<file path="config.mk">
export PLATFORM = sky130hd
export DESIGN_NAME = clock_output_driver_control
export DESIGN_NICKNAME = d
export VERILOG_FILES = /design/src/rtl/clk_drv_pkg.sv /design/src/rtl/channel_unmute.sv /design/src/rtl/clock_output_driver_control.sv /design/src/rtl/pair_driver.sv
export SDC_FILE = /design/constraint.sdc
export NUM_CORES = 1
export LEC_CHECK = 0
export ABC_AREA = 1
export BUFFER_PORTS_ARGS = -buffer_cell sky130_fd_sc_hd__buf_2
export CAP_MARGIN = 20
export CORE_MARGIN = 2
export CORE_UTILIZATION = 61
export DETAILED_ROUTE_END_ITERATION = 8
export PLACE_DENSITY = 0.85
export SKIP_LAST_GASP = 1
export SLEW_MARGIN = 30
export SYNTH_ARGS = -nofsm -noshare
export SYNTH_HDL_FRONTEND = slang
export SYNTH_SLANG_ARGS = --single-unit
</file>
<file path="constraint.sdc">
create_clock -name ref_clk -period 5.1 [get_ports ref_clk]
set_clock_uncertainty 0.2 [all_clocks]
set_input_delay 0.765 -clock ref_clk [delete_from_list [all_inputs] [get_ports ref_clk]]
set_output_delay 0.765 -clock ref_clk [all_outputs]
set_load 0.05 [all_outputs]
</file>
<file path="src/rtl/clk_drv_pkg.sv">
// Constants for the clock output driver control block: register offsets, field positions,
// reset values and mode encodings.
// Assumes an 8-bit register port with 16-bit addresses, two channels and five driver pairs.
package clk_drv_pkg;

    // ****************************************************************
    // Sizes
    // ****************************************************************
    localparam int NUM_PAIRS = 5;
    localparam int NUM_CH = 2;
    localparam int CH0_PAIRS = 3;

    // ****************************************************************
    // Register offsets
    // ****************************************************************
    localparam logic [15:0] PAIR_CFG_ADDR [NUM_PAIRS] = '{16'h10d7, 16'h10d8, 16'h10d9, 16'h14d7, 16'h14d8};
    localparam logic [15:0] PAIR_MUTE_ADDR [NUM_PAIRS] = '{16'h2102, 16'h2103, 16'h2104, 16'h2202, 16'h2203};
    localparam logic [15:0] CH_UNMUTE_ADDR [NUM_CH] = '{16'h10dc, 16'h14dc};
    localparam logic [15:0] CH_MUTE_ADDR [NUM_CH] = '{16'h2101, 16'h2201};
    localparam logic [15:0] CH_CLEAR_ADDR [NUM_CH] = '{16'h2107, 16'h2207};

    // ****************************************************************
    // Field positions
    // ****************************************************************
    localparam int SRC_SINK_BIT = 0;
    localparam int CURRENT_LSB = 1;
    localparam int MODE_LSB = 3;
    localparam int UNMUTE_MODE_LSB = 0;
    localparam int MASK_LSB = 2;
    localparam int MUTE_ALL_BIT = 1;
    localparam int CH_RESET_BIT = 2;
    localparam int QDIV_RESET_BIT = 1;
    localparam int OUT_MUTE_LSB = 2;
    localparam int PAIR_RESET_BIT = 5;
    localparam int AUTOMUTE_CLEAR_BIT = 4;

    // ****************************************************************
    // Reset values and encodings
    // ****************************************************************
    localparam logic [4:0] CFG_RESET = 5'h00;
    localparam logic [7:0] UNMUTE_RESET = 8'h00;
    localparam logic [1:0] OUT_MUTE_RESET = 2'h3;
    localparam logic [1:0] MASK_WIDTH_CH1 = 2'h2;
    localparam logic [1:0] MODE_DIFF = 2'h0;
    localparam logic [1:0] MODE_SE_PHASE = 2'h1;
    localparam logic [1:0] MODE_SE_DUAL = 2'h2;
    localparam logic [1:0] UNMUTE_IMMEDIATE = 2'h0;
    localparam logic [1:0] UNMUTE_PROFILE = 2'h1;
    localparam logic [1:0] UNMUTE_PHASE_LOCK = 2'h2;
    localparam logic [1:0] UNMUTE_FREQ_LOCK = 2'h3;

endpackage : clk_drv_pkg

</file>
<file path="src/rtl/channel_unmute.sv">
// Automatic unmute sequencer for one PLL channel.
// Assumes sync, profile and lock inputs come from logic on ref_clk.
`timescale 1ns/10ps
module channel_unmute (
    input wire logic ref_clk, // Distribution clock
    input wire logic rst_n, // Synchronous reset, active low
    input wire logic syncRequest, // Sync request held
    input wire logic profileActive, // Hitless or zero-delay profile active
    input wire logic phaseLocked, // Channel phase lock
    input wire logic freqLocked, // Channel frequency lock
    input wire logic [1:0] unmuteMode, // Automatic unmute condition
    input wire logic clearState, // Clear the automute state
    output logic autoMuted, // Automute state active
    output logic unmuteEvent // One-cycle unmute pulse
);
    typedef enum logic [2:0] {
        ST_IDLE = 3'b001,
        ST_SYNC = 3'b010,
        ST_WAIT = 3'b100
    } unmute_state_t;

    typedef struct packed {
        unmute_state_t state;
        logic autoMuted;
        logic unmuteEvent;
    } state_t;

    state_t s_q;
    state_t s_d;
    logic condMet;

    always_comb begin
        s_d = s_q;
        s_d.unmuteEvent = 1'b0;
        case (unmuteMode)
            clk_drv_pkg::UNMUTE_PROFILE: condMet = profileActive;
            clk_drv_pkg::UNMUTE_PHASE_LOCK: condMet = phaseLocked;
            clk_drv_pkg::UNMUTE_FREQ_LOCK: condMet = freqLocked;
            default: condMet = 1'b1;
        endcase
        case (s_q.state)
            ST_IDLE: begin
                if (syncRequest) begin
                    s_d.state = ST_SYNC;
                end
            end
            ST_SYNC: begin
                if (!syncRequest) begin
                    if (unmuteMode == clk_drv_pkg::UNMUTE_IMMEDIATE) begin
                        s_d.state = ST_IDLE;
                        s_d.unmuteEvent = 1'b1;
                    end else begin
                        s_d.state = ST_WAIT;
                    end
                end
            end
            ST_WAIT: begin
                if (syncRequest) begin
                    s_d.state = ST_SYNC;
                end else if (condMet) begin
                    s_d.state = ST_IDLE;
                    s_d.unmuteEvent = 1'b1;
                end
            end
            default: s_d.state = ST_IDLE;
        endcase
        // A new sync request beats a clear arriving in the same cycle.
        if (clearState && !syncRequest) begin
            s_d.state = ST_IDLE;
            s_d.unmuteEvent = 1'b0;
        end
        s_d.autoMuted = (s_d.state != ST_IDLE);
    end

    always_ff @(posedge ref_clk) begin
        if (!rst_n) begin
            s_q <= '{state: ST_IDLE, autoMuted: 1'b0, unmuteEvent: 1'b0};
        end else begin
            s_q <= s_d;
        end
    end

    assign autoMuted = s_q.autoMuted;
    assign unmuteEvent = s_q.unmuteEvent;
endmodule : channel_unmute

</file>
<file path="src/rtl/clock_output_driver_control.sv">
// Top of the clock output driver control: register port, mute and reset logic, pin outputs.
// Assumes divider, sync, profile and lock inputs are produced on ref_clk by neighbouring logic.
//
// What this block does
// - One source/sink bit steers both pair drivers.
// - Driver current on when divider high.
// - Differential mode uses true and inverted divider.
// - Channel reset bit resets all its pairs.
// - Pair reset bit resets only that pair.
// - Differential reset: positive low, negative high.
// - Single-ended reset: both pins low.
// - Mute-all bit mutes whole channel.
// - Output mutes default set; stop pins only.
// - Independent unmute condition field per channel.
// - Mode 0 release; mode 1 profile.
// - Mode 2 phase lock; mode 3 frequency lock.
// - Mask bits exclude outputs from auto unmute.
// - Clear bit or mode change clears automute.
// - Source/sink bit: 0 sink, 1 source.
// - Single-divider modes power down secondary divider.
`timescale 1ns/10ps
module clock_output_driver_control (
    input wire logic ref_clk, // Distribution clock, 20 MHz
    input wire logic rst_n, // Synchronous reset, active low
    input wire logic [15:0] regAddr, // Register address
    input wire logic [7:0] regWrData, // Register write data
    input wire logic regWr, // Write strobe
    input wire logic regRd, // Read strobe
    output logic [7:0] regRdData, // Read data, cycle after strobe
    input wire logic ioUpdate, // Update operation pulse
    input wire logic [4:0] primaryDiv, // Primary divider per pair
    input wire logic [4:0] secondaryDiv, // Secondary divider per pair
    input wire logic [1:0] syncRequest, // Sync request per channel
    input wire logic [1:0] profileActive, // Hitless profile active per channel
    input wire logic [1:0] phaseLocked, // Phase lock per channel
    input wire logic [1:0] freqLocked, // Frequency lock per channel
    output logic [4:0] pairPositivePin, // Positive current source on
    output logic [4:0] pairNegativePin, // Negative current source on
    output logic [4:0] sourceSinkSelect, // 1 source, 0 sink, per pair
    output logic [9:0] driveCurrentField, // Drive current code, two bits per pair
    output logic [4:0] secondaryPowerDown, // Secondary divider off per pair
    output logic [4:0] dividerReset // Manual divider reset per pair
);
    localparam int NP = clk_drv_pkg::NUM_PAIRS;
    localparam int NC = clk_drv_pkg::NUM_CH;

    // ****************************************************************
    // State
    // ****************************************************************
    typedef struct packed {
        logic [NP-1:0][4:0] cfg;
        logic [NC-1:0][7:0] unmute;
        logic [NC-1:0] muteAll;
        logic [NC-1:0] chReset;
        logic [NP-1:0][1:0] outMute;
        logic [NP-1:0] pairReset;
        logic [NP-1:0] qReset;
        logic [NC-1:0][1:0] appliedMode;
        logic [7:0] rdData;
        logic [NP-1:0] posPin;
        logic [NP-1:0] negPin;
        logic [NP-1:0] srcSink;
        logic [NP-1:0] secPd;
        logic [NP-1:0][1:0] current;
    } state_t;

    state_t s_q;
    state_t s_d;

    logic [NC-1:0] clearState;
    logic [NC-1:0] autoMuted;
    logic [NC-1:0] unmuteEvent;
    logic [NP-1:0] drvPos;
    logic [NP-1:0] drvNeg;
    logic [NP-1:0] drvPd;
    logic [NP-1:0] effReset;
    logic [NP-1:0][1:0] effMute;
    logic [NP-1:0][1:0] outMask;

    function automatic int pairChannel(input int p);
        pairChannel = (p < clk_drv_pkg::CH0_PAIRS) ? 0 : 1;
    endfunction : pairChannel

    function automatic int pairLocal(input int p);
        pairLocal = (p < clk_drv_pkg::CH0_PAIRS) ? p : p - clk_drv_pkg::CH0_PAIRS;
    endfunction : pairLocal

    // ****************************************************************
    // Per-pair mask, mute and reset
    // ****************************************************************
    // Channel 1 has only two pairs, so its upper mask bits have no output behind them.
    always_comb begin
        for (int p = 0; p < NP; p++) begin
            for (int o = 0; o < 2; o++) begin
                outMask[p][o] = s_q.unmute[pairChannel(p)][clk_drv_pkg::MASK_LSB + 2 * pairLocal(p) + o];
                effMute[p][o] = s_q.muteAll[pairChannel(p)]
                    | s_q.outMute[p][o]
                    | (autoMuted[pairChannel(p)] & ~outMask[p][o]);
            end
            effReset[p] = s_q.chReset[pairChannel(p)] | s_q.pairReset[p];
        end
    end

    // ****************************************************************
    // Register port and next state
    // ****************************************************************
    always_comb begin
        s_d = s_q;
        s_d.rdData = 8'h00;
        clearState = '0;
        for (int c = 0; c < NC; c++) begin
            // The sequencer sees a changed condition field at once; an update that finds it changed clears the automute state.
            if (ioUpdate) begin
                s_d.appliedMode[c] = s_q.unmute[c][clk_drv_pkg::UNMUTE_MODE_LSB +: 2];
                if (s_q.unmute[c][clk_drv_pkg::UNMUTE_MODE_LSB +: 2] != s_q.appliedMode[c]) begin
                    clearState[c] = 1'b1;
                end
            end
            if (regWr && regAddr == clk_drv_pkg::CH_CLEAR_ADDR[c] && regWrData[clk_drv_pkg::AUTOMUTE_CLEAR_BIT]) begin
                clearState[c] = 1'b1;
            end
            if (regWr && regAddr == clk_drv_pkg::CH_UNMUTE_ADDR[c]) begin
                s_d.unmute[c] = (c == 0) ? regWrData : {2'h0, regWrData[5:0]};
            end
            if (regWr && regAddr == clk_drv_pkg::CH_MUTE_ADDR[c]) begin
                s_d.muteAll[c] = regWrData[clk_drv_pkg::MUTE_ALL_BIT];
                s_d.chReset[c] = regWrData[clk_drv_pkg::CH_RESET_BIT];
            end
            if (regRd && regAddr == clk_drv_pkg::CH_UNMUTE_ADDR[c]) begin
                s_d.rdData = s_q.unmute[c];
            end
            if (regRd && regAddr == clk_drv_pkg::CH_MUTE_ADDR[c]) begin
                s_d.rdData[clk_drv_pkg::MUTE_ALL_BIT] = s_q.muteAll[c];
                s_d.rdData[clk_drv_pkg::CH_RESET_BIT] = s_q.chReset[c];
            end
        end
        for (int p = 0; p < NP; p++) begin
            // The sequencer clears the manual mute of unmasked outputs when it unmutes.
            for (int o = 0; o < 2; o++) begin
                if (unmuteEvent[pairChannel(p)] && !outMask[p][o]) begin
                    s_d.outMute[p][o] = 1'b0;
                end
            end
            if (regWr && regAddr == clk_drv_pkg::PAIR_CFG_ADDR[p]) begin
                s_d.cfg[p] = regWrData[4:0];
            end
            // A software write lands after the sequencer so an explicit mute is never lost.
            if (regWr && regAddr == clk_drv_pkg::PAIR_MUTE_ADDR[p]) begin
                s_d.outMute[p] = regWrData[clk_drv_pkg::OUT_MUTE_LSB +: 2];
                s_d.pairReset[p] = regWrData[clk_drv_pkg::PAIR_RESET_BIT];
                s_d.qReset[p] = regWrData[clk_drv_pkg::QDIV_RESET_BIT];
            end
            if (regRd && regAddr == clk_drv_pkg::PAIR_CFG_ADDR[p]) begin
                s_d.rdData = {3'h0, s_q.cfg[p]};
            end
            if (regRd && regAddr == clk_drv_pkg::PAIR_MUTE_ADDR[p]) begin
                s_d.rdData[clk_drv_pkg::OUT_MUTE_LSB +: 2] = s_q.outMute[p];
                s_d.rdData[clk_drv_pkg::PAIR_RESET_BIT] = s_q.pairReset[p];
                s_d.rdData[clk_drv_pkg::QDIV_RESET_BIT] = s_q.qReset[p];
            end
            s_d.posPin[p] = drvPos[p];
            s_d.negPin[p] = drvNeg[p];
            s_d.secPd[p] = drvPd[p];
            s_d.srcSink[p] = s_q.cfg[p][clk_drv_pkg::SRC_SINK_BIT];
            s_d.current[p] = s_q.cfg[p][clk_drv_pkg::CURRENT_LSB +: 2];
        end
    end

    always_ff @(posedge ref_clk) begin
        if (!rst_n) begin
            s_q <= '0;
            for (int p = 0; p < NP; p++) begin
                s_q.cfg[p] <= clk_drv_pkg::CFG_RESET;
                s_q.outMute[p] <= clk_drv_pkg::OUT_MUTE_RESET;
                s_q.negPin[p] <= 1'b0;
                s_q.secPd[p] <= 1'b1;
            end
            for (int c = 0; c < NC; c++) begin
                s_q.unmute[c] <= clk_drv_pkg::UNMUTE_RESET;
            end
        end else begin
            s_q <= s_d;
        end
    end

    // ****************************************************************
    // Pair drivers
    // ****************************************************************
    genvar gp;
    generate
        for (gp = 0; gp < NP; gp++) begin : g_pair
            pair_driver u_drv (
                .primaryDiv(primaryDiv[gp]),
                .secondaryDiv(secondaryDiv[gp]),
                .routeMode(s_q.cfg[gp][clk_drv_pkg::MODE_LSB +: 2]),
                .pairReset(effReset[gp]),
                .mutePos(effMute[gp][0]),
                .muteNeg(effMute[gp][1]),
                .posOn(drvPos[gp]),
                .negOn(drvNeg[gp]),
                .secPowerDown(drvPd[gp])
            );

        end
    endgenerate

    // ****************************************************************
    // Automatic unmute sequencers
    // ****************************************************************
    genvar gc;
    generate
        for (gc = 0; gc < NC; gc++) begin : g_ch
            channel_unmute u_unmute (
                .ref_clk(ref_clk),
                .rst_n(rst_n),
                .syncRequest(syncRequest[gc]),
                .profileActive(profileActive[gc]),
                .phaseLocked(phaseLocked[gc]),
                .freqLocked(freqLocked[gc]),
                .unmuteMode(s_q.unmute[gc][clk_drv_pkg::UNMUTE_MODE_LSB +: 2]),
                .clearState(clearState[gc]),
                .autoMuted(autoMuted[gc]),
                .unmuteEvent(unmuteEvent[gc])
            );
        end
    endgenerate

    // ****************************************************************
    // Outputs
    // ****************************************************************
    assign regRdData = s_q.rdData;
    assign pairPositivePin = s_q.posPin;
    assign pairNegativePin = s_q.negPin;
    assign sourceSinkSelect = s_q.srcSink;
    assign driveCurrentField = s_q.current;
    assign secondaryPowerDown = s_q.secPd;
    assign dividerReset = s_q.qReset;

endmodule : clock_output_driver_control

</file>
<file path="src/rtl/pair_driver.sv">
// Pin switching for one driver pair: routes the dividers to the two current sources.
// Assumes the caller registers the outputs; this module is purely combinational.
`timescale 1ns/10ps
module pair_driver (
    input wire logic primaryDiv, // Primary divider output
    input wire logic secondaryDiv, // Secondary divider output
    input wire logic [1:0] routeMode, // Driver routing mode
    input wire logic pairReset, // Forced known state requested
    input wire logic mutePos, // Positive pin muted
    input wire logic muteNeg, // Negative pin muted
    output logic posOn, // Positive current source on
    output logic negOn, // Negative current source on
    output logic secPowerDown // Secondary divider powered down
);
    always_comb begin
        posOn = 1'b0;
        negOn = 1'b0;
        // A source is on exactly when the divider feeding it is high.
        case (routeMode)
            clk_drv_pkg::MODE_DIFF: begin
                posOn = primaryDiv;
                negOn = ~primaryDiv;
            end
            clk_drv_pkg::MODE_SE_PHASE: begin
                posOn = primaryDiv;
                negOn = primaryDiv;
            end
            clk_drv_pkg::MODE_SE_DUAL: begin
                posOn = primaryDiv;
                negOn = secondaryDiv;
            end
            default: begin
                posOn = 1'b0;
                negOn = 1'b0;
            end
        endcase
        if (mutePos) begin
            posOn = 1'b0;
        end
        if (muteNeg) begin
            negOn = 1'b0;
        end
        // Reset wins over mute so the receiver always sees a defined level.
        if (pairReset) begin
            posOn = 1'b0;
            negOn = (routeMode == clk_drv_pkg::MODE_DIFF);
        end
        secPowerDown = (routeMode != clk_drv_pkg::MODE_SE_DUAL);
    end
endmodule : pair_driver

</file>
# Yosys cells after proc, flatten, opt, wreduce, memory -nomap -nowiden
# Cells that the tools add are included.
[totals]
register_bits = 115
inputBits = 47
[op_classes]
n_eq_ne = 47
mux = 81
bitwise_logic = 56
n_reduce_logical = 86
[ops]
columns = ["operator", "count"]
rows = [
  ["16-bit by 14-bit equality test with 1-bit output, second input constant", 9],
  ["16-bit by 13-bit equality test with 1-bit output, second input constant", 7],
  ["3-bit two-way mux", 17],
  ["1-bit logical AND", 44],
  ["1-bit two-way mux", 39],
  ["6-bit two-way mux", 5],
  ["1-bit OR", 25],
  ["1-bit inverter", 21],
  ["1-bit one-hot mux with 3 select lines", 7],
  ["2-bit nonzero test", 10],
  ["4-bit OR reduction", 5],
  ["2-bit equality test, second input constant", 9],
  ["3-bit one-hot mux with 3 select lines", 2],
  ["8-bit two-way mux", 2],
  ["3-bit OR reduction", 5],
  ["2-bit by 1-bit equality test with 1-bit output, second input constant", 7],
  ["2-bit zero test", 7],
  ["2-bit two-way mux", 7],
  ["1-bit zero test", 12],
  ["1-bit bitwise AND", 10],
  ["2-bit != test, second input constant", 5],
  ["3-bit by 1-bit equality test with 1-bit output, second input constant", 2],
  ["3-bit by 2-bit equality test with 1-bit output, second input constant", 2],
  ["3-bit equality test, second input constant", 2],
  ["other kinds (5)", 9],
]

# Logic depth before layout (Yosys ltp)
# Gate-level depths: netlist (run 1).
[depth]
depth_word = 16
mapped_depth = 15

# Cells and area by module
# From an unflattened synthesis (run 1), not the netlist that was laid out.
[hier_totals]
hier_cells = 856
area_unflattened_um2 = 5896.9
[modules_own_cells]
columns = ["module", "instances", "cells_each", "area_per_inst_um2"]
rows = [
  ["clock_output_driver_control", 1, 667, 4913.5],
  ["channel_unmute", 2, 52, 310.3],
  ["pair_driver", 5, 17, 72.6],
]

# Worst setup path before layout (run 1)
# OpenSTA, ideal clock, no wires.
[synth_timing]
path_type = "input -> register"
start = "input regAddr[15]"
end = "register s_q (netlist bit regRdData[5])"
arrival_time_ns = 1.842
path_slack_ns = 2.948
stages = 10
path_buffers = 0
cell_sequence = "nor2_1 nand2_2 nor2_4 a21oi_1 a21oi_1 o221ai_1 a21oi_1 o221ai_1 nand2_1 inv_1"
[synth_between]
elab_chain_len = 14
word_cells_on_any_way = 36
classes_between = "eq/ne (12); mux (12); reduce/logical (12)"
[synth_lines]
columns = ["item", "line", "text"]
rows = [
  ["start: declaration", "clock_output_driver_control.sv:25", "input wire logic [15:0] regAddr,"],
  ["16-bit by 13-bit equality test with 1-bit output", "clock_output_driver_control.sv:129", "if (regRd && regAddr == clk_drv_pkg::CH_UNMUTE_ADDR[c]) begin"],
  ["1-bit logical AND", "clock_output_driver_control.sv:129", ""],
  ["8-bit two-way mux (2 in a row)", "clock_output_driver_control.sv:129", ""],
  ["6-bit two-way mux", "clock_output_driver_control.sv:153", "if (regRd && regAddr == clk_drv_pkg::PAIR_CFG_ADDR[p]) begin"],
  ["1-bit two-way mux", "clock_output_driver_control.sv:156", "if (regRd && regAddr == clk_drv_pkg::PAIR_MUTE_ADDR[p]) begin"],
  ["6-bit two-way mux", "clock_output_driver_control.sv:153", ""],
  ["1-bit two-way mux", "clock_output_driver_control.sv:156", ""],
  ["6-bit two-way mux", "clock_output_driver_control.sv:153", ""],
  ["1-bit two-way mux", "clock_output_driver_control.sv:156", ""],
  ["6-bit two-way mux", "clock_output_driver_control.sv:153", ""],
  ["1-bit two-way mux", "clock_output_driver_control.sv:156", ""],
  ["6-bit two-way mux", "clock_output_driver_control.sv:153", ""],
  ["1-bit two-way mux *", "clock_output_driver_control.sv:156", ""],
  ["end: declaration", "clock_output_driver_control.sv:67", "state_t s_q;"],
]
# Every way passes the cells marked *; elsewhere a longest branch is shown, timed or not.
# A chain may end at the register's enable or synchronous reset.

# Worst setup path after layout (run 1)
[layout_timing]
start = "input regAddr[15]"
end = "register s_q (netlist bit regRdData[2])"
[layout_between]
elab_chain_len = 16
word_cells_on_any_way = 42
classes_between = "eq/ne (14); mux (14); reduce/logical (14)"
[layout_lines]
columns = ["item", "line", "text"]
rows = [
  ["16-bit by 13-bit equality test with 1-bit output", "clock_output_driver_control.sv:129", ""],
  ["1-bit logical AND", "clock_output_driver_control.sv:129", ""],
  ["8-bit two-way mux", "clock_output_driver_control.sv:129", ""],
  ["2-bit two-way mux", "clock_output_driver_control.sv:132", "if (regRd && regAddr == clk_drv_pkg::CH_MUTE_ADDR[c]) begin"],
  ["8-bit two-way mux", "clock_output_driver_control.sv:129", ""],
  ["2-bit two-way mux", "clock_output_driver_control.sv:132", ""],
  ["6-bit two-way mux", "clock_output_driver_control.sv:153", ""],
  ["3-bit two-way mux", "clock_output_driver_control.sv:156", ""],
  ["6-bit two-way mux", "clock_output_driver_control.sv:153", ""],
  ["3-bit two-way mux", "clock_output_driver_control.sv:156", ""],
  ["6-bit two-way mux", "clock_output_driver_control.sv:153", ""],
  ["3-bit two-way mux", "clock_output_driver_control.sv:156", ""],
  ["6-bit two-way mux", "clock_output_driver_control.sv:153", ""],
  ["3-bit two-way mux", "clock_output_driver_control.sv:156", ""],
  ["6-bit two-way mux", "clock_output_driver_control.sv:153", ""],
  ["3-bit two-way mux *", "clock_output_driver_control.sv:156", ""],
]
# Marked as above.

==> parameters.txt, run 1 <==
Parameter                              Value

Synth
  Synth cell types ... 46
  Most used flip-flop cell after synthesis ... sky130_fd_sc_hd__dfxtp_1
  Synth Register Bits ... 115
  Fraction of post-synthesis cell area in the top cell type by area ... 41.9%
  Sequential area share after synthesis ... 41.9%
  Post-Synthesis Cells ... between 700 and 800
  Area fraction in compound gates after synthesis ... roughly 16%
  EDFF count, synth ... 0
  Dominant combinational cell family by area after synthesis ... simple AND/OR/NAND/NOR gates
  Area share of fa/ha/maj cells after synthesis ... 0%
  Average instance area after synthesis ... about 7.3 um2
  Fraction of the mapped netlist area in simple logic gates ... 26.4%
  Count leader, synth ... sky130_fd_sc_hd__nand2_1
  Fraction of synthesized area in multiplexers ... 0%
  Commonest cells post-synth ... 125 x sky130_fd_sc_hd__nand2_1, 115 x sky130_fd_sc_hd__dfxtp_1, 100 x sky130_fd_sc_hd__inv_1, 77 x sky130_fd_sc_hd__nor2_1, 67 x sky130_fd_sc_hd__a21oi_1
  Area leader, netlist ... sky130_fd_sc_hd__dfxtp_1
  Net count after synthesis ... 801
  Xor/xnor share of the synthesized area ... less than 1%
  Fraction of synthesis flops using an asynchronous set or reset pin ... 0%
  Top post-synthesis cells by area ... sky130_fd_sc_hd__dfxtp_1 42%, sky130_fd_sc_hd__nand2_1 8.5%, sky130_fd_sc_hd__inv_1 6.8%
  Total of warnings raised by yosys ... 0
  Netlist Area Pre-Place ... 0.00549 mm2

Timing
  Hold Violations, Final ... 0
  Rel. slew slack ... between 40 and 50%
  RSZ-0062 raised after global routing ... false
  Max Fclk ... 0.408 GHz
  Count of endpoints failing setup in the final report ... 0
  Final critical-path required period ... ~2.5 ns
  Setup tns final ... 0 ns
  Transition time at the pin with the least slew margin ... 0.759 ns
  Max-slew violation total from the final report ... 0
  Final critical-path share of the clock period ... between 40% and 50%

Pwr
  Peak VDD IR ... 0.000208 V
  Sum of internal, switching and leakage power ... about 2.2 mW
  Total power divided by cell area ... 345 mW/mm2
  Leakage dissipation ... 2.76 nW

Clock tree
  Clock latency on the worst-skew pair ... 0.53 ns
  CTS clk-pin slew, worst paths ... 0.06 ns
  Num CTS Buffers ... 17
  # hold bufs at CTS ... 0
  Clock tree sinks ... about 120
  Buffers inserted during post-CTS setup optimization ... 0
  Htree depth ... 4
  Resized Gates After CTS ... 0
  Clock tree from TritonCTS ... yes
  Root Driver ... sky130_fd_sc_hd__clkbuf_8
  Deepest clock path buffer count ... 2

Floorplanning
  Die extent in x ... between 90 and 100 um
  I/O pins ... 90
  Placement row count ... 34
  Core Footprint ... 0.00872 mm2
  Starting utilization of the core area ... 63.0%
  Die Span Y ... 98.9 um
  Die footprint ... 0.00978 mm2

Run status
  Result of the run ... finished clean

Route
  Routed length per instance ... 16.5 um
  DR vias ... 5410
  Number of DRC violations after detailed routing ... 0
  Number of nets with antenna violations after detailed routing ... 0
  Number of detailed-route iterations in the first pass ... 8
  Average via count per standard cell ... 5.87
  1st-iter DRT viols ... between 500 and 600
  WL final ... 15.2 mm

Cells and area
  Number of nets in the final layout ... 847
  Synthesis-to-layout area growth ... 13.9%
  Diode insertion count for antenna repair ... 0
  Ratio of cells with drive above 1 in the final layout ... 19.3%

Placed design
  Placed wire-length estimate ... 10.6 mm
  IO buf count ... 89
  Placer Congestion ... 1.03

Worst setup path
  Crit path capture type ... flop
  Critical path peak fanout ... 11
  Reg2Reg Setup Slack ... between 3 and 4 ns
  Path type of the worst setup path ... input pin to flop
  CP Launch Point ... regAddr[15]
  Data required time of the worst path ... 5.36 ns
  Kind of start point of the critical path ... input pin
  Termination of the worst setup path ... regRdData[2]$_SDFF_PN0_
  Reg-to-reg critical path startpoint ... s_q[66]$_SDFFE_PN0P_
  Path depth of the worst reg2reg path ... 8
  Worst reg2reg endpoint ... g_ch[0].u_unmute.s_q[2]$_SDFF_PN1_
  Critical path arrival ... 2.71 ns

Global route
  Number of global-route vias before repair ... ~5000
  Combined global-route utilization of all metal layers ... 31.3%
  First-pass GRT wire length ... 24.2 mm
  Number of antenna violations at the first check in global routing ... 0
  Total congestion overflow ... 0
  Pin count of the biggest net entering global routing ... a little over 80

Job
  Max-Cap Viols ... 0

Worst hold path
  Worst Hold Depth ... 2
  Classification of the worst-slack hold path ... flop to flop
layout by cell type (no fill, tap or decap), types with 6 or more instances in the layout:
master and count:
sky130_fd_sc_hd__a211oi_1 6, sky130_fd_sc_hd__a21oi_1 67, sky130_fd_sc_hd__buf_2 89, sky130_fd_sc_hd__clkbuf_16 16, sky130_fd_sc_hd__dfxtp_1 115, sky130_fd_sc_hd__inv_1 100, sky130_fd_sc_hd__nand2_1 125, sky130_fd_sc_hd__nand2_2 8
sky130_fd_sc_hd__nand3_1 40, sky130_fd_sc_hd__nand4_1 16, sky130_fd_sc_hd__nor2_1 77, sky130_fd_sc_hd__nor2_2 8, sky130_fd_sc_hd__nor2_4 7, sky130_fd_sc_hd__nor3_1 14, sky130_fd_sc_hd__o21ai_0 51
worst max-delay path, stage by stage:
cell                      delay, ns
sky130_fd_sc_hd__buf_2         0.10
sky130_fd_sc_hd__nor2_1        0.17
sky130_fd_sc_hd__nand2_1       0.11
sky130_fd_sc_hd__nor2_1        0.61
sky130_fd_sc_hd__nand3_1       0.25
sky130_fd_sc_hd__nor2_1        0.18
sky130_fd_sc_hd__nor2_1        0.06
sky130_fd_sc_hd__nand4_1       0.10
sky130_fd_sc_hd__nand2_1       0.06
sky130_fd_sc_hd__nand3_1       0.06
sky130_fd_sc_hd__nand2_1       0.06
sky130_fd_sc_hd__nand4_1       0.06
sky130_fd_sc_hd__nor2_1        0.04
sky130_fd_sc_hd__nor2_1        0.08
power breakdown:
group	total (mW)	internal [mW]	switching (mW)
clock	1.14	0.717	0.425
sequential	0.911	0.906	0.00493
combinational	0.103	0.0310	0.0718
total	2.16	1.65	0.501
metrics by stage:
step	cells	area (um2)	util (%)	setup slack [ns]	hold slack (ns)
6_report	921	6250	71.7	2.65	0.226
5_1_grt	921	6250	71.7	2.46	0.249
4_1_cts	921	6250	71.7	2.74	0.227
3_5_place_dp	889	5680	65.1	2.20	0.218
3_3_place_gp	889	5680	65.1	2.34	0.215
2_1_floorplan	754	5490	-	2.95	0.207
area by class of cell:
cell class | instances | area [um2]
fill | 682 | 2470
sequential | 115 | 2300
timing repair buffer | 91 | 460
clock buffer | 19 | 442
tap | 108 | 135
clock inverter | 13 | 133
inverter | 105 | 394
multi-input combinational | 470 | 2380
logic make-up (layout without fill, tap and decap cells):
| logic type | after synthesis | count (layout) |
|---|---|---|
| compound gates | 157 | 157 |
| buf+inv | 169 | 228 |
| xor+xnor | 4 | 4 |
| simple gates | 309 | 309 |
| flops | 115 | 115 |
how the worst min path moves through the flow:
stage                                from                               end  slack, ns
finish                s_d[3]$_SDFFE_PN0P_   driveCurrentField[3]$_SDFF_PN0_       0.23
global route          s_d[3]$_SDFFE_PN0P_   driveCurrentField[3]$_SDFF_PN0_       0.25
CTS                   s_d[3]$_SDFFE_PN0P_   driveCurrentField[3]$_SDFF_PN0_       0.23
detailed placement    s_d[3]$_SDFFE_PN0P_   driveCurrentField[3]$_SDFF_PN0_       0.22
global placement      s_d[2]$_SDFFE_PN0P_   driveCurrentField[2]$_SDFF_PN0_       0.21
floorplan           s_q[106]$_SDFFE_PN0P_  secondaryPowerDown[4]$_SDFF_PN1_       0.21
routing by layer:
| layer | up-vias | part of all wire [%] | track usage [%] |
|---|---|---|---|
| li1 | 2534 | - | - |
| met1 | 2455 | 38 | 36.1 |
| met2 | 343 | 48 | 53.5 |
| met3 | 78 | 9.5 | 8.58 |
| met4 | 0 | 4.3 | 15.4 |
| met5 | - | 0 | 0 |
state kept, by name, indices dropped and copies added, names as in the netlist, 6 cells and up:
register	cells
g_ch.u_unmute.s_q	6
driveCurrentField	10
outMask	10
regRdData	8
s_q	37
s_d	15
Note: power is estimated with default switching activity, not from simulation.
==> run 2, diff against run 1 <==
- CORE_UTILIZATION: 61 -> 56
- PLACE_DENSITY: 0.85 -> 0.79
- clock period: 5.1 -> 2.5 ns (I/O delays scaled with it)
==> run 2 against run 1 <==
Non-clock buffer count grew 17. Register-to-register slack lost 2.6 ns. Via count shrank 3.0%. Die area grew 8.6%. Global-route usage shrank 1.5 points. Cell count grew 4.6%. Flip-flop and latch count is the same. Critical path depth shrank 6. Largest power group unchanged. Highest routed layer unchanged.
==> parameters.txt, run 2 (synthesis results as in run 1) <==
Parameter                              Value

Pwr
  Clock power share ... 53.6% (was 53.0%)
  Leakage dissipation ... 2.85 nW (was 2.76 nW)
  Net load switching power ... 0.988 mW (was 0.501 mW)
  Combinational power share ... 5.1% (was 4.8%)
  Total power divided by cell area ... 696 mW/mm2 (was 345 mW/mm2)
  Sum of internal, switching and leakage power ... 4.50 mW (was 2.16 mW)
  Cell-internal power ... 3.52 mW (was 1.65 mW)
  Sequential Power Share ... 41.3% (was 42.3%)
  Peak VDD IR ... 0.000402 V (was 0.000208 V)
  Switching portion of total power ... 21.9% (was 23.3%)

Clock tree
  Deepest clock path buffer count ... 2 (unchanged)
  Clock latency on the worst-skew pair ... 0.54 ns (was 0.53 ns)
  Root Driver ... sky130_fd_sc_hd__clkbuf_8 (unchanged)
  Clock tree from TritonCTS ... yes (unchanged)
  Htree depth ... 4 (unchanged)
  Clock tree sinks ... 115 (unchanged)
  Num CTS Buffers ... 17 (unchanged)
  CTS clk-pin slew, worst paths ... 0.06 ns (about the same)
  Buffers inserted during post-CTS setup optimization ... 0 (unchanged)

Cells and area
  Highest-count cells in the layout ignoring fill and taps ... 125 x sky130_fd_sc_hd__nand2_1, 115 x sky130_fd_sc_hd__dfxtp_1, 100 x sky130_fd_sc_hd__inv_1 (unchanged)
  Cell area after layout ... 0.00647 mm2 (was 0.00625 mm2)
  Most common cell after layout, fill and taps aside ... sky130_fd_sc_hd__nand2_1 (unchanged)
  Synthesis-to-layout area growth ... 17.9% (was 13.9%)
  Filler instances ... 850 (was 682)
  Ratio of cells with drive above 1 in the final layout ... 19.3% (about the same)
  Number of nets in the final layout ... 864 (was 847)
  Max reg flops ... 37 (unchanged)
  Diode insertion count for antenna repair ... 0 (unchanged)
  Non-Filler Instances ... 963 (was 921)
  Register bank with the most flops ... s_q (unchanged)

Global route
  Pin count of the biggest net entering global routing ... 82 (was 83)
  Combined global-route utilization of all metal layers ... 29.9% (was 31.3%)
  Number of global-route vias before repair ... 4902 (was 5142)
  Total congestion overflow ... 0 (unchanged)
  First-pass GRT wire length ... 23.6 mm (was 24.2 mm)
  Number of antenna violations at the first check in global routing ... 0 (unchanged)

Timing
  Rel. slew slack ... 69.3% (was 49.2%)
  RSZ-0062 raised after global routing ... false (unchanged)
  Transition time at the pin with the least slew margin ... 0.460 ns (was 0.759 ns)
  Final critical-path share of the clock period ... between 70% and 80%
  Final critical-path required period ... around 1.9 ns
  Hold Violations, Final ... 0 (unchanged)
  Count of endpoints failing setup in the final report ... 0 (unchanged)
  Setup tns final ... 0 ns (unchanged)
  Max Fclk ... 0.527 GHz
  Max-slew violation total from the final report ... 0 (unchanged)

Worst setup path
  Crit-path leading delay family ... compound AO/OA/AOI/OAI gates (was simple AND/OR/NAND/NOR gates)
  Kind of start point of the critical path ... flop (was input pin)
  Reg2Reg Setup Slack ... 0.60 ns (was 3.25 ns)
  Reg-to-reg critical path startpoint ... s_q[66]$_SDFFE_PN0P_ (unchanged)
  Worst reg2reg endpoint ... g_ch[0].u_unmute.s_q[2]$_SDFF_PN1_ (unchanged)
  Crit path capture type ... flop (unchanged)
  Critical-path top delay cell ... sky130_fd_sc_hd__dfxtp_1 (was sky130_fd_sc_hd__nor2_1)
  Worst Path Buf+Inv ... 2 (was 1)
  Critical path peak fanout ... 5 (was 11)
  Most Frequent Cell on Critical Path ... sky130_fd_sc_hd__a21oi_1 (was sky130_fd_sc_hd__nor2_1)
  Worst stage delay on the critical path ... 0.40 ns (was 0.61 ns)
  Critical path arrival ... 2.09 ns (was 2.71 ns)
  Path type of the worst setup path ... flop to flop (was input pin to flop)
  Path depth of the worst reg2reg path ... 8 (unchanged)
  Data required time of the worst path ... 2.70 ns (was 5.36 ns)
  Critical-path cell list ... inv_2, or2_0, a21oi_1, inv_1, a32oi_1, o21ai_1, a21oi_1, nand3_1 (was buf_2, nor2_1, nand2_1, nor2_1, nand3_1, nor2_1, nor2_1, nand4_1, nand2_1, nand3_1, nand2_1, nand4_1, nor2_1, nor2_1)

Floorplanning
  I/O pins ... 90 (unchanged)
  Die footprint ... 0.0106 mm2 (was 0.00978 mm2)
  Die Span Y ... 103 um (was 98.9 um)
  Starting utilization of the core area ... 57.0% (was 63.0%)
  Die extent in x ... 103 um (was 98.9 um)
  Placement row count ... 36 (was 34)
  Core Footprint ... 0.00964 mm2 (was 0.00872 mm2)

Route
  Detailed-routing wirelength on met1 ... 6.22 mm (was 5.76 mm)
  WL final ... 14.9 mm (was 15.2 mm)
  Routed length per instance ... 15.4 um (was 16.5 um)
  Met3 Routed Length ... 1.16 mm (was 1.45 mm)
  Number of nets with antenna violations after detailed routing ... 0 (unchanged)
  Max Used Layer ... met4 (unchanged)
  Met2 wire length ... 7.07 mm (was 7.36 mm)
  Number of detailed-route iterations in the first pass ... 5 (was 8)
  Number of DRC violations after detailed routing ... 0 (unchanged)
  Average via count per standard cell ... 5.45 (was 5.87)
  DR vias ... 5249 (was 5410)
  1st-iter DRT viols ... 426 (was 549)

Worst hold path
  Worst Hold Depth ... 5 (was 2)
  Endpoint, Worst Hold ... pairNegativePin[0]$_SDFF_PN0_ (was driveCurrentField[3]$_SDFF_PN0_)
  Classification of the worst-slack hold path ... input pin to flop (was flop to flop)
  Worst Min Path Start ... secondaryDiv[0] (was s_d[3]$_SDFFE_PN0P_)

Placed design
  Placer Congestion ... 0.959 (was 1.03)
  IO buf count ... 89 (unchanged)
  Placed instance area ... 0.00576 mm2 (was 0.00568 mm2)
  Placed cell count ... 919 (was 889)
  Placed wire-length estimate ... 10.7 mm (was 10.6 mm)

Job
  Max-Cap Viols ... 0 (unchanged)

Run status
  Result of the run ... finished clean (unchanged)
[run 2: cell count changes in the layout (fill, tap and decap cells not counted)]
cell                            previous run  this run
sky130_fd_sc_hd__bufinv_16                 2         3
sky130_fd_sc_hd__inv_6                     1         0
sky130_fd_sc_hd__clkbuf_8                  3         4
sky130_fd_sc_hd__buf_12                    0         1
sky130_fd_sc_hd__clkinv_4                  1         0
sky130_fd_sc_hd__dlygate4sd3_1             0        12
sky130_fd_sc_hd__clkinvlp_4                4         2
sky130_fd_sc_hd__buf_4                     2         6
sky130_fd_sc_hd__clkbuf_1                  0         2
[run 2: timing repair]
item,CTS,global route
hold endpoints to repair,19,0
hold buffers,12,0
resized for setup,0,0
[run 2: cell type report]
class                      count  area [um2]  area share [%]
multi-input combinational    470        2380            36.9
sequential                   115        2300            35.6
timing repair buffer         108         631            9.74
clock buffer                  22         463            7.15
inverter                     105         394            6.09
tap                          133         166            2.57
clock inverter                10         130            2.01
[run 2: how the worst max path moves through the flow]
stage	cells past startpoint	startpoint	slack [ns]	end
2_1_floorplan	10	regAddr[15]	0.74	regRdData[5]$_SDFF_PN0_
3_3_place_gp	11	regAddr[15]	0.24	regRdData[5]$_SDFF_PN0_
3_5_place_dp	11	regAddr[15]	0.22	regRdData[5]$_SDFF_PN0_
4_1_cts	8	s_q[66]$_SDFFE_PN0P_	0.66	g_ch[0].u_unmute.s_q[2]$_SDFF_PN1_
5_1_grt	8	s_q[66]$_SDFFE_PN0P_	0.44	g_ch[0].u_unmute.s_q[2]$_SDFF_PN1_
6_report	8	s_q[66]$_SDFFE_PN0P_	0.60	g_ch[0].u_unmute.s_q[2]$_SDFF_PN1_
[run 2: per-stage QoR]
stage          setup WS, ns  hold WS, ns  util [%]
3_5_place_dp          0.223        0.222      59.7
3_3_place_gp          0.244        0.215      59.7
4_1_cts               0.657       0.0130      67.1
2_1_floorplan         0.738        0.207         -
6_report              0.603       0.0317      67.1
5_1_grt               0.442       0.0196      67.1
[run 2: power groups by stage]
stage          Combinational, mW  Clock (mW)  Sequential (mW)
6_report                   0.230        2.42             1.86
5_1_grt                    0.251        2.52             1.86
4_1_cts                    0.225        2.44             1.86
3_5_place_dp               0.210           0             1.90
3_3_place_gp               0.202           0             1.90
2_1_floorplan              0.118           0             1.89
[run 2: per-layer routing]
metal | global-route usage, % | vias to the layer above
li1 | - | 2568
met2 | 48.7 | 238
met3 | 8.27 | 40
met5 | 0 | -
met1 | 37.1 | 2403
met4 | 12.9 | 0
[run 2: worst register-to-register path, delay by kind of cell (launching register included)]
family                 cells  cell delay [ns]
flip-flops                 1             0.40
buffers and inverters      2             0.16
AO/OA/AOI/OAI              4             0.69
AND/OR/NAND/NOR            2             0.31
==> run 3, diff against run 2 <==
- clock period: 2.5 -> 1.95 ns (I/O delays scaled with it)
==> run 3 against run 2 <==
Cell count up 3.4%. Sequential power increased by 28%. Combinational power increased by 39%.
==> parameters.txt, run 3 (synthesis results as in run 1) <==
Parameter                              Value

Global route
  Pin count of the biggest net entering global routing ... 82 (unchanged)
  First-pass GRT wire length ... 25.4 mm (was 23.6 mm)
  Number of antenna violations at the first check in global routing ... 0 (unchanged)
  Total congestion overflow ... 0 (unchanged)
  Number of global-route vias before repair ... 5338 (was 4902)
  Combined global-route utilization of all metal layers ... 31.4% (was 29.9%)

Worst setup path
  Reg-to-reg critical path startpoint ... s_q[75]$_SDFFE_PN0P_ (was s_q[66]$_SDFFE_PN0P_)
  Path depth of the worst reg2reg path ... 7 (was 8)
  Path type of the worst setup path ... flop to flop (unchanged)
  Kind of start point of the critical path ... flop (unchanged)
  Crit path capture type ... flop (unchanged)
  Termination of the worst setup path ... g_ch[1].u_unmute.s_q[2]$_SDFF_PN1_ (was g_ch[0].u_unmute.s_q[2]$_SDFF_PN1_)
  CP Launch Point ... s_q[75]$_SDFFE_PN0P_ (was s_q[66]$_SDFFE_PN0P_)
  Reg2Reg Setup Slack ... 0.20 ns (was 0.60 ns)
  Critical path arrival ... 1.95 ns (was 2.09 ns)
  Data required time of the worst path ... 2.14 ns (was 2.70 ns)
  Critical path peak fanout ... 4 (was 5)
  Worst reg2reg endpoint ... g_ch[1].u_unmute.s_q[2]$_SDFF_PN1_ (was g_ch[0].u_unmute.s_q[2]$_SDFF_PN1_)

Clock tree
  Num CTS Buffers ... 17 (unchanged)
  Clock tree from TritonCTS ... yes (unchanged)
  Deepest clock path buffer count ... 2 (unchanged)
  Clock tree sinks ... 115 (unchanged)
  CTS clk-pin slew, worst paths ... 0.06 ns (about the same)
  Htree depth ... 4 (unchanged)
  Root Driver ... sky130_fd_sc_hd__clkbuf_8 (unchanged)
  Clock latency on the worst-skew pair ... 0.52 ns (was 0.54 ns)

Timing
  Final setup slack of the worst path ... 0.195 ns (was 0.603 ns)
  Final critical-path share of the clock period ... 90.0% (was 75.9%)
  Transition time at the pin with the least slew margin ... 0.371 ns (was 0.460 ns)
  Rel. slew slack ... 74.6% (was 69.3%)
  RSZ-0062 raised after global routing ... false (unchanged)
  Max-slew violation total from the final report ... 0 (unchanged)
  Final critical-path required period ... 1.75 ns (was 1.90 ns)
  Setup tns final ... 0 ns (unchanged)
  Hold Violations, Final ... 0 (unchanged)
  Max Fclk ... 0.570 GHz (was 0.527 GHz)
  Count of endpoints failing setup in the final report ... 0 (unchanged)

Route
  1st-iter DRT viols ... 397 (was 426)
  Routed length per instance ... 16.1 um (was 15.4 um)
  Number of nets with antenna violations after detailed routing ... 0 (unchanged)
  DR vias ... 5459 (was 5249)
  Number of DRC violations after detailed routing ... 0 (unchanged)
  Number of detailed-route iterations in the first pass ... 5 (unchanged)
  Average via count per standard cell ... 5.48 (was 5.45)
  WL final ... 16.0 mm (was 14.9 mm)

Cells and area
  Max reg flops ... 37 (unchanged)
  Filler instances ... 822 (was 850)
  Area occupied by multi-input gates ... 0.00239 mm2 (was 0.00238 mm2)
  Number of nets in the final layout ... 898 (was 864)
  Footprint of the flip-flops and latches ... 0.00230 mm2 (about the same)
  Highest-count cells in the layout ignoring fill and taps ... 125 x sky130_fd_sc_hd__nand2_1, 114 x sky130_fd_sc_hd__dfxtp_1, 100 x sky130_fd_sc_hd__inv_1 (was 125 x sky130_fd_sc_hd__nand2_1, 115 x sky130_fd_sc_hd__dfxtp_1, 100 x sky130_fd_sc_hd__inv_1)
  Diode insertion count for antenna repair ... 0 (unchanged)
  Cell area after layout ... 0.00677 mm2 (was 0.00647 mm2)
  Synthesis-to-layout area growth ... 23.2% (was 17.9%)
  Ratio of cells with drive above 1 in the final layout ... 22.0% (was 19.3%)
  Register bank with the most flops ... s_q (unchanged)
  Non-Filler Instances ... 996 (was 963)
  Final design utilization ... 70.2% (was 67.1%)
  Most common cell after layout, fill and taps aside ... sky130_fd_sc_hd__nand2_1 (unchanged)

Floorplanning
  Placement row count ... 36 (unchanged)
  Core Footprint ... 0.00964 mm2 (unchanged)
  I/O pins ... 90 (unchanged)
  Starting utilization of the core area ... 57.0% (unchanged)
  Die Span Y ... 103 um (unchanged)
  Die footprint ... 0.0106 mm2 (unchanged)
  Die extent in x ... 103 um (unchanged)

Placed design
  Placer Congestion ... 0.990 (was 0.959)
  IO buf count ... 89 (unchanged)
  Placed instance area ... 0.00597 mm2 (was 0.00576 mm2)
  Setup Slack @ Placement ... -0.202 ns (was 0.223 ns)
  Placed wire-length estimate ... 11.4 mm (was 10.7 mm)
  Placed cell count ... 946 (was 919)

Pwr
  Peak VDD IR ... 0.000480 V (was 0.000402 V)
  Leakage dissipation ... 3.02 nW (was 2.85 nW)
  Total power divided by cell area ... 857 mW/mm2 (was 696 mW/mm2)

Job
  Max-Cap Viols ... 0 (unchanged)

Worst hold path
  Classification of the worst-slack hold path ... input pin to flop (unchanged)
  Worst Hold Depth ... 4 (was 5)

Run status
  Result of the run ... finished clean (unchanged)
==> run 3: cell types whose count changed in the layout (fill, tap and decap cells not counted), sizes merged <==
| cell | previous run | this run |
|---|---|---|
| dlygate4sd3 | 12 | 19 |
| buf | 96 | 123 |
| clkinv | 8 | 9 |
| clkbuf | 22 | 21 |
| clkinvlp | 2 | 1 |
==> run 3: layout make-up <==
cell class,count,share of cell area (%)
well taps,133,2.46
inverters,105,5.83
repair buffers,142,13.5
clock inverters,10,1.94
flip-flops and latches,115,34.0
multi-input cells,470,35.4
clock buffers,21,6.79
==> run 3: layer usage <==
layer | track usage, % | vias up | share of wire, %
met5 | 0 | - | 0
met4 | 13.5 | 0 | 2.9
met3 | 7.66 | 47 | 7.7
met2 | 52.4 | 251 | 48
met1 | 38.7 | 2533 | 42
li1 | - | 2628 | -
==> run 3: worst min-delay path by stage <==
stage	to	slack, ns	startpoint
2_1_floorplan	secondaryPowerDown[4]$_SDFF_PN1_	0.21	s_q[106]$_SDFFE_PN0P_
3_3_place_gp	driveCurrentField[3]$_SDFF_PN0_	0.22	s_d[3]$_SDFFE_PN0P_
3_5_place_dp	driveCurrentField[3]$_SDFF_PN0_	0.22	s_d[3]$_SDFFE_PN0P_
4_1_cts	pairNegativePin[2]$_SDFF_PN0_	0.01	secondaryDiv[2]
5_1_grt	s_d[6]$_SDFFE_PN0P_	0.07	regWr
6_report	pairNegativePin[2]$_SDFF_PN0_	0.02	secondaryDiv[2]
==> run 3: metrics by stage <==
stage                     hold slack [ns]  total power [mW]
after floorplan                     0.207              2.58
after global placement              0.219              2.70
after detailed placement            0.223              2.71
after CTS                          0.0124              5.81
after global routing               0.0679              5.94
final                              0.0237              5.80
==> run 3: where the power goes <==
group | switching [mW] | total [mW] | internal, mW
clock network | 1.07 | 3.10 | 2.03
registers | 0.0128 | 2.38 | 2.37
logic | 0.201 | 0.320 | 0.120
==> run 3: critical path, cell delays in order (launching register included) <==
cell                       delay, ns
sky130_fd_sc_hd__dfxtp_1        0.39
sky130_fd_sc_hd__inv_1          0.14
sky130_fd_sc_hd__a21oi_1        0.14
sky130_fd_sc_hd__a21oi_1        0.11
sky130_fd_sc_hd__nor2_1         0.11
sky130_fd_sc_hd__nand3_1        0.08
sky130_fd_sc_hd__a221oi_1       0.35
sky130_fd_sc_hd__nor2_1         0.11
==> run 3: timing repair <==
item,CTS,global route
setup endpoints to repair,0,3
endpoints found under the hold margin,36,0
hold buffers,19,0
resized for setup,0,3
buffers inserted,0,0
